<file path="src/rtl/stc_pkg.sv">
// Package with register map, field positions, reset values and timing counts
package stc_pkg;

  // Register indices; byte address is four times the index
  localparam logic [7:0] IDX_CONFIG = 8'h09;
  localparam logic [7:0] IDX_MODE = 8'h0a;
  localparam logic [7:0] IDX_IRQ_STATUS = 8'h10;
  localparam logic [7:0] IDX_IRQ_MASK = 8'h11;

  // Configuration register fields
  localparam int unsigned CFG_FRAMES_LSB = 6;
  localparam int unsigned CFG_FRAMES_MSB = 7;
  localparam int unsigned CFG_SHUTTER = 5;
  localparam int unsigned CFG_SYNC_POL = 4;
  localparam int unsigned CFG_LEVEL_MODE = 2;
  localparam int unsigned CFG_TRIG_POL = 1;
  localparam int unsigned CFG_IRQ_POL = 0;
  localparam logic [7:0] CFG_WRITE_MASK = 8'hf7;

  // Mode register fields
  localparam int unsigned MODE_INT_EN = 7;
  localparam int unsigned MODE_TRIG_FLAG = 6;
  localparam int unsigned MODE_RD_FLAG = 5;
  localparam int unsigned MODE_CPU_CTL = 4;
  localparam int unsigned MODE_SYNC = 3;
  localparam int unsigned MODE_BUSY = 2;
  localparam int unsigned MODE_SW_TRIG = 1;
  localparam int unsigned MODE_SEQ_EN = 0;

  // Interrupt status and mask fields
  localparam int unsigned IRQ_TRIG = 0;
  localparam int unsigned IRQ_RD = 1;

  // Reset values
  localparam logic [7:0] CFG_RESET = 8'h00;
  localparam logic [1:0] MASK_RESET = 2'h3;

  // Sequence timing in clock cycles
  localparam logic [15:0] FRAME_CYCLES = 16'h0040;
  localparam logic [15:0] READOUT_CYCLES = 16'h0020;

  typedef enum logic [3:0] {
    ST_IDLE = 4'b0001,
    ST_WAIT_EN = 4'b0010,
    ST_EXPOSE = 4'b0100,
    ST_READOUT = 4'b1000
  } stc_seq_state_t;

  function automatic logic [7:0] reg_addr(input logic [7:0] idx);
    reg_addr = {idx[5:0], 2'b00};
  endfunction

endpackage

</file>
<file path="src/rtl/stc_snapshot_ctrl.sv">
// Snapshot trigger sequencer with Wishbone registers and interrupt
//
// Decided for this implementation: the Wishbone interface to the registers.
`timescale 1ns/1ps
// Behaviour
// - Config bits 7:6 give frames waited before readout without external shutter
// - Shutter bit set: exposure ends on sync event; clear: frame count used
// - Sync polarity bit set makes sync input active low, else active high
// - Level mode repeats sequences while trigger stays at its active level
// - Pulse mode runs one sequence per active trigger edge
// - Trigger polarity bit set selects rising edge, clear selects falling edge
// - Interrupt polarity bit set makes interrupt output active low
// - Interrupt output only asserts while interrupt enable bit is set
// - Trigger flag reads one after a trigger, cleared by reading
// - Readout-done flag reads one after readout ends, cleared by reading
// - CPU control: trigger only flags; CPU sets sequence enable to start
// - Automatic mode starts the sequence at once on a trigger
// - Internal sync bit reads one whenever a sync event is required
// - Busy bit reads one during snapshot pixel readout
// - Writing one to software trigger acts like a trigger pin event
// - Sequence enable lets a CPU controlled sequence proceed; resets to zero
module stc_snapshot_ctrl
(
  input wire logic clk_i,
  input wire logic rst_i,
  input wire logic wb_cyc_i,
  input wire logic wb_stb_i,
  input wire logic wb_we_i,
  input wire logic [7:0] wb_adr_i,
  input wire logic [3:0] wb_sel_i,
  input wire logic [31:0] wb_dat_i,
  output logic [31:0] wb_dat_o,
  output logic wb_ack_o,
  input wire logic snapshot_trig_i,
  input wire logic ext_sync_i,
  output logic irq_o,
  output logic readout_busy_o
);
  import stc_pkg::*;

  typedef struct packed {
    logic [7:0] cfg;
    logic int_en;
    logic cpu_ctl;
    logic seq_en;
    logic sw_trig;
    logic trig_flag;
    logic rd_flag;
    logic [1:0] mask;
    stc_seq_state_t state;
    logic [1:0] frames_left;
    logic [15:0] cnt;
    logic busy;
    logic ack;
    logic [31:0] dat;
    logic irq;
  } stc_core_state_t;

  stc_core_state_t q_ff;
  stc_core_state_t nxt_q;

  logic trig_edge;
  logic trig_active;
  logic sync_active;
  logic bus_hit;
  logic bus_wr;
  logic start_req;
  logic sync_status;
  logic [7:0] mode_rd;

  stc_trig_detect u_detect (
    .clk_i(clk_i),
    .rst_i(rst_i),
    .trig_pin_i(snapshot_trig_i),
    .sync_pin_i(ext_sync_i),
    .trig_edge_pol_i(q_ff.cfg[CFG_TRIG_POL]),
    .sync_pol_i(q_ff.cfg[CFG_SYNC_POL]),
    .trig_edge_o(trig_edge),
    .trig_active_o(trig_active),
    .sync_active_o(sync_active)
  );

  // Load the first phase of a sequence
  function automatic stc_core_state_t begin_seq(input stc_core_state_t s);
    stc_core_state_t r;
    r = s;
    if (s.cfg[CFG_SHUTTER])
    begin
      r.state = ST_EXPOSE;
    end
    else if (s.cfg[CFG_FRAMES_MSB:CFG_FRAMES_LSB] == 2'h0)
    begin
      r.state = ST_READOUT;
      r.cnt = READOUT_CYCLES - 16'h0001;
    end
    else
    begin
      r.state = ST_EXPOSE;
      r.frames_left = s.cfg[CFG_FRAMES_MSB:CFG_FRAMES_LSB];
      r.cnt = FRAME_CYCLES - 16'h0001;
    end
    begin_seq = r;
  endfunction

  assign bus_hit = wb_cyc_i & wb_stb_i & ~q_ff.ack;
  assign bus_wr = bus_hit & wb_we_i & wb_sel_i[0];

  // Pulse mode needs a fresh edge; level mode restarts while held active
  always_comb
  begin
    if (q_ff.cfg[CFG_LEVEL_MODE])
    begin
      start_req = trig_active | q_ff.sw_trig;
    end
    else
    begin
      start_req = trig_edge | q_ff.sw_trig;
    end
  end

  assign sync_status = sync_active | (q_ff.state == ST_EXPOSE && q_ff.cfg[CFG_SHUTTER]);

  always_comb
  begin
    mode_rd = 8'h00;
    mode_rd[MODE_INT_EN] = q_ff.int_en;
    mode_rd[MODE_TRIG_FLAG] = q_ff.trig_flag;
    mode_rd[MODE_RD_FLAG] = q_ff.rd_flag;
    mode_rd[MODE_CPU_CTL] = q_ff.cpu_ctl;
    mode_rd[MODE_SYNC] = sync_status;
    mode_rd[MODE_BUSY] = q_ff.busy;
    mode_rd[MODE_SEQ_EN] = q_ff.seq_en;
  end

  always_comb
  begin
    nxt_q = q_ff;
    nxt_q.sw_trig = 1'b0;
    nxt_q.ack = bus_hit;
    if (bus_hit)
    begin
      nxt_q.dat = 32'h0000_0000;
      if (wb_adr_i == reg_addr(IDX_CONFIG))
      begin
        nxt_q.dat[7:0] = q_ff.cfg;
        if (bus_wr)
        begin
          nxt_q.cfg = wb_dat_i[7:0] & CFG_WRITE_MASK;
        end
      end
      else if (wb_adr_i == reg_addr(IDX_MODE))
      begin
        nxt_q.dat[7:0] = mode_rd;
        if (bus_wr)
        begin
          nxt_q.int_en = wb_dat_i[MODE_INT_EN];
          nxt_q.cpu_ctl = wb_dat_i[MODE_CPU_CTL];
          nxt_q.seq_en = wb_dat_i[MODE_SEQ_EN];
          nxt_q.sw_trig = wb_dat_i[MODE_SW_TRIG];
        end
        else if (!wb_we_i)
        begin
          nxt_q.trig_flag = 1'b0;
          nxt_q.rd_flag = 1'b0;
        end
      end
      else if (wb_adr_i == reg_addr(IDX_IRQ_STATUS))
      begin
        nxt_q.dat[IRQ_TRIG] = q_ff.trig_flag;
        nxt_q.dat[IRQ_RD] = q_ff.rd_flag;
        if (bus_wr)
        begin
          if (wb_dat_i[IRQ_TRIG])
          begin
            nxt_q.trig_flag = 1'b0;
          end
          if (wb_dat_i[IRQ_RD])
          begin
            nxt_q.rd_flag = 1'b0;
          end
        end
      end
      else if (wb_adr_i == reg_addr(IDX_IRQ_MASK))
      begin
        nxt_q.dat[1:0] = q_ff.mask;
        if (bus_wr)
        begin
          nxt_q.mask = wb_dat_i[1:0];
        end
      end
    end

    // Sequencer; flag sets below win over clears above
    case (q_ff.state)
      ST_IDLE:
      begin
        if (start_req)
        begin
          nxt_q.trig_flag = 1'b1;
          if (!q_ff.cpu_ctl)
          begin
            nxt_q = begin_seq(nxt_q);
          end
          else if (nxt_q.seq_en)
          begin
            nxt_q.seq_en = 1'b0;
            nxt_q = begin_seq(nxt_q);
          end
          else
          begin
            nxt_q.state = ST_WAIT_EN;
          end
        end
      end
      ST_WAIT_EN:
      begin
        if (nxt_q.seq_en)
        begin
          nxt_q.seq_en = 1'b0;
          nxt_q = begin_seq(nxt_q);
        end
      end
      ST_EXPOSE:
      begin
        if (q_ff.cfg[CFG_SHUTTER])
        begin
          if (sync_active)
          begin
            nxt_q.state = ST_READOUT;
            nxt_q.cnt = READOUT_CYCLES - 16'h0001;
          end
        end
        else if (q_ff.cnt != 16'h0000)
        begin
          nxt_q.cnt = q_ff.cnt - 16'h0001;
        end
        else if (q_ff.frames_left <= 2'h1)
        begin
          nxt_q.state = ST_READOUT;
          nxt_q.cnt = READOUT_CYCLES - 16'h0001;
        end
        else
        begin
          nxt_q.frames_left = q_ff.frames_left - 2'h1;
          nxt_q.cnt = FRAME_CYCLES - 16'h0001;
        end
      end
      ST_READOUT:
      begin
        if (q_ff.cnt != 16'h0000)
        begin
          nxt_q.cnt = q_ff.cnt - 16'h0001;
        end
        else
        begin
          nxt_q.rd_flag = 1'b1;
          nxt_q.state = ST_IDLE;
        end
      end
      default:
      begin
        nxt_q.state = ST_IDLE;
      end
    endcase

    nxt_q.busy = (nxt_q.state == ST_READOUT);
    // Interrupt level from enable, masked flags and polarity
    nxt_q.irq = nxt_q.cfg[CFG_IRQ_POL]
      ^ (nxt_q.int_en & |({nxt_q.rd_flag, nxt_q.trig_flag} & nxt_q.mask));
  end

  always_ff @(posedge clk_i)
  begin
    if (rst_i)
    begin
      q_ff <= '0;
      q_ff.cfg <= CFG_RESET;
      q_ff.mask <= MASK_RESET;
      q_ff.state <= ST_IDLE;
    end
    else
    begin
      q_ff <= nxt_q;
    end
  end

  assign wb_dat_o = q_ff.dat;
  assign wb_ack_o = q_ff.ack;
  assign irq_o = q_ff.irq;
  assign readout_busy_o = q_ff.busy;
endmodule

</file>
<file path="src/rtl/stc_trig_detect.sv">
// Trigger pin edge and level detector with sync input polarity
`timescale 1ns/1ps
module stc_trig_detect
(
  input wire logic clk_i,
  input wire logic rst_i,
  input wire logic trig_pin_i,
  input wire logic sync_pin_i,
  input wire logic trig_edge_pol_i,
  input wire logic sync_pol_i,
  output logic trig_edge_o,
  output logic trig_active_o,
  output logic sync_active_o
);
  import stc_pkg::*;

  typedef struct packed {
    logic prev;
    logic edge_seen;
    logic active;
    logic sync;
  } stc_det_state_t;

  stc_det_state_t q_ff;
  stc_det_state_t nxt_q;

  always_comb
  begin
    nxt_q = q_ff;
    nxt_q.prev = trig_pin_i;
    // Active edge follows the edge polarity
    nxt_q.edge_seen = trig_edge_pol_i ? (trig_pin_i & ~q_ff.prev) : (~trig_pin_i & q_ff.prev);
    nxt_q.active = trig_pin_i ~^ trig_edge_pol_i;
    nxt_q.sync = sync_pin_i ^ sync_pol_i;
  end

  always_ff @(posedge clk_i)
  begin
    if (rst_i)
    begin
      q_ff <= '0;
    end
    else
    begin
      q_ff <= nxt_q;
    end
  end

  assign trig_edge_o = q_ff.edge_seen;
  assign trig_active_o = q_ff.active;
  assign sync_active_o = q_ff.sync;
endmodule

</file>
<file path="config.mk">
export PLATFORM = sky130hd
export DESIGN_NAME = stc_snapshot_ctrl
export DESIGN_NICKNAME = d
export VERILOG_FILES = /design/src/rtl/stc_pkg.sv /design/src/rtl/stc_snapshot_ctrl.sv /design/src/rtl/stc_trig_detect.sv
export SDC_FILE = /design/constraint.sdc
export NUM_CORES = 1
export LEC_CHECK = 0
export BUFFER_PORTS_ARGS = -buffer_cell sky130_fd_sc_hd__buf_2
export CAP_MARGIN = 10
export CELL_PAD_IN_SITES_DETAIL_PLACEMENT = 1
export CELL_PAD_IN_SITES_GLOBAL_PLACEMENT = 1
export CORE_ASPECT_RATIO = 1.5
export CORE_MARGIN = 5
export CORE_UTILIZATION = 30
export CTS_CLUSTER_DIAMETER = 40
export DETAILED_ROUTE_END_ITERATION = 12
export PLACE_DENSITY_LB_ADDON = 0.1
export SYNTH_ARGS = -nofsm -noshare
export SYNTH_HDL_FRONTEND = slang
export SYNTH_HIERARCHICAL = 1
export SYNTH_SLANG_ARGS = --single-unit
</file>
<file path="constraint.sdc">
create_clock -name clk_i -period 2.2 [get_ports clk_i]
set_input_delay 0.11 -clock clk_i [delete_from_list [all_inputs] [get_ports clk_i]]
set_output_delay 0.11 -clock clk_i [all_outputs]
set_load 0.1 [all_outputs]
</file>
==> qor.txt <==
fin area -> 3959 um2
routability congestion estimate -> 0.7546
Startpoint Class -> register
total die area -> 12,800 um2
die height -> 136.1 um
Reg2Reg Depth -> 10
drt drc -> 0
clock tree buffer depth -> 2
post-route insts no fill -> 601
Clk Latency, worst-skew pair -> 0.30 ns
status -> completed
Worst Clk Skew -> 0.006854 ns
WP buf/inv -> 3
Setup CP Type -> register to register
Achievable Freq -> 477.0 MHz
H-tree levels -> 2
Num CTS Buffers -> 5
CTS root buf -> clkbuf_16
Max transition margin -> 64.03%
sequential-to-total area share from yosys stat -> 32.74%
CP dominant cell by count -> buf_4
HPWL after DPL -> 8087 um
initial antenna violation count -> 0
vias -> 2,956
Tot GR Track Use -> 16.27%
most common cell after layout, fill and taps aside -> buf_4
delay-heaviest family, CP -> simple AND/OR/NAND/NOR gates
Yosys cell types -> 67
maxcap violations -> 0
layout cell share with drive strength beyond 1 -> 26.91%
Tightest Pin Transition -> 0.5389 ns
fin nets -> 510
hold_sp -> wb_dat_i[2]
max layer used -> met4
setup TNS -> 0 ns
synth warn -> 6
WL/cell -> 16.59 um
Critical Path Fanout Max -> 6
commonest non-fill, non-tap cells in the layout -> 50 x buf_4, 49 x dfxtp_1, 46 x nor2_1
r2r setup slk -> 0.10 ns
Setup Viol. Count Final -> 0
num rows -> 46
r2r endpoint -> q_ff[35]$_SDFFE_PP0P_
clk sinks -> 52
Slew Viols, Final -> 0
slowest stage cell, crit path -> dfxtp_1
CTS tree -> yes
worst-path cell chain -> inv_1 -> ha_1 -> nor4b_1 -> and4_1 -> o31a_1 -> buf_4 -> nor3_2 -> buf_4 -> nand2_1 -> o211a_1
largest net degree at the start of global routing -> 27
cells after synthesis -> 388
met3 routed WL -> 287 um
Hold Crit Depth -> 3
ANT cells -> 0
Hold-fix buffers, CTS -> 0
post-placement cell count -> 593
first-pass GRT wire length -> 16,060 um
met2 WL post-DR -> 5719 um
die width -> 94.06 um
Final ANT Viol Nets -> 0
First-pass DRT Iterations -> 4
Critical Path RT -> 2.40 ns
leakage power -> 1.606 nW
hold crit path type -> input pin to register
vias in the first global route -> 3,110
synthesis-stage register bit count -> 52
CP arrival -> 2.29 ns
Top-Level Pins -> 86
P&R area growth vs syn -> 24.52%
core area -> 10,480 um2
initial core utilization -> 30.35%
Reg-to-Reg Start -> q_ff[35]$_SDFFE_PP0P_
max incr delay on CP -> 0.37 ns
Clock Pin Slew Worst Setup and Hold Paths -> 0.07 ns
mean post-synth cell area -> 8.194 um2
Worst VDD drop -> 0.2686 mV
Final Cycle Share -> 95.30%
M1 WL -> 3717 um
Synth Cell Area -> 3179 um2
port bufs -> 33
Vias/cell -> 4.918
final hold vios -> 0
Top FF cell, synth -> dfxtp_1
power density cells -> 646.8 nW/um2
routed wire length -> 9970 um
Hold EP -> q_ff[67]$_SDFFE_PP0P_
crit end category -> register
min cycle time layout -> 2.097 ns
Post-synth EDFFs -> 0
DP Area -> 3709 um2
Async SR Flop Fraction -> 0%
total grt overflow -> 0
Initial DRC Count -> 73
[where the power goes]
group | switching (mW) | internal, mW
clock | 0.371 | 0.653
sequential | 0.0148 | 0.962
combinational | 0.426 | 0.134
total | 0.811 | 1.75
[worst min-delay path, stage by stage]
cell and delay, ns:
buf_2 0.07, mux2i_1 0.05, nor2_1 0.07
[area by class of cell]
type                            count  area, um2
Clock buffer                        6      128.9
Tap cell                          144      180.2
Timing Repair Buffer               83      540.5
Inverter                           13      48.80
Fill cell                        1295       6516
Sequential cell                    52       1047
Multi-Input combinational cell    301       1953
Clock inverter                      2      60.06
[per-layer routing]
metal,vias to the layer above,track usage (%)
met1,1418,16.20
li1,1482,-
met2,41,32.83
met3,15,2.104
met5,-,0
met4,0,6.426
[per-stage QoR]
step	setup WS, ns	utilization, %	total power [mW]	hold WS (ns)
floorplan	0.02470	-	1.456	0.1724
global placement	-0.09938	35.40	1.547	0.3538
detailed placement	-0.1699	35.40	1.552	0.3639
CTS	0.01441	37.37	2.589	0.04443
global route	-0.02659	37.79	2.670	0.06444
finish	0.1034	37.79	2.560	0.04606
[flip-flops by register name, indices dropped and copies added, names as in the netlist]
signal                  flops
q_ff                       32
wb_dat_o                    8
mode_rd                     5
irq_o                       1
readout_busy_o              1
u_detect/q_ff               1
u_detect/sync_active_o      1
u_detect/trig_active_o      1
u_detect/trig_edge_o        1
wb_ack_o                    1
[how the worst max path moves through the flow]
stage	from	endpoint	slack, ns	cells after the start
after floorplan	wb_ack_o$_SDFF_PP0_	q_ff[40]$_SDFFE_PP0P_	0.02	7
after global placement	wb_adr_i[4]	q_ff[36]$_SDFFE_PP0P_	-0.1	9
after detailed placement	wb_adr_i[4]	q_ff[36]$_SDFFE_PP0P_	-0.17	9
after CTS	q_ff[55]$_SDFF_PP0_	q_ff[39]$_SDFFE_PP0P_	0.01	8
after global routing	q_ff[43]$_SDFFE_PP0P_	q_ff[47]$_SDFFE_PP0P_	-0.03	9
final	q_ff[35]$_SDFFE_PP0P_	q_ff[35]$_SDFFE_PP0P_	0.10	10
[what timing repair did]
action,CTS,global route
setup endpoints to repair,15,15
pin swaps,0,4
buffers inserted,0,0
gates resized for setup,3,12
[synth_stat cells (8+ instances only)]
library cell	number	share of area, %
buf_4	33	7.8
nor3_1	15	2.4
mux2i_1	13	4.1
dfxtp_1	52	33
o21ai_1	10	1.6
inv_1	13	1.5
a21oi_1	16	2.5
nor2_1	48	5.7
o21ai_0	15	2.4
nand2b_1	8	1.6
nand2_1	28	3.3
clkbuf_1	11	1.3
[cell families after synthesis]
| logic type | Yosys count | share of synthesized area [%] |
|---|---|---|
| AND/OR/NAND/NOR | 160 | 28.34 |
| AO/OA/AOI/OAI | 95 | 20.74 |
| multiplexers | 15 | 4.801 |
| XOR/XNOR | 4 | 1.102 |
| adder cells (fa/ha/maj) | 3 | 1.181 |
| buffers and inverters | 58 | 10.98 |
| flip-flops | 52 | 32.74 |
| other | 1 | 0.1180 |
No activity file was read; power rests on OpenSTA's default activity.
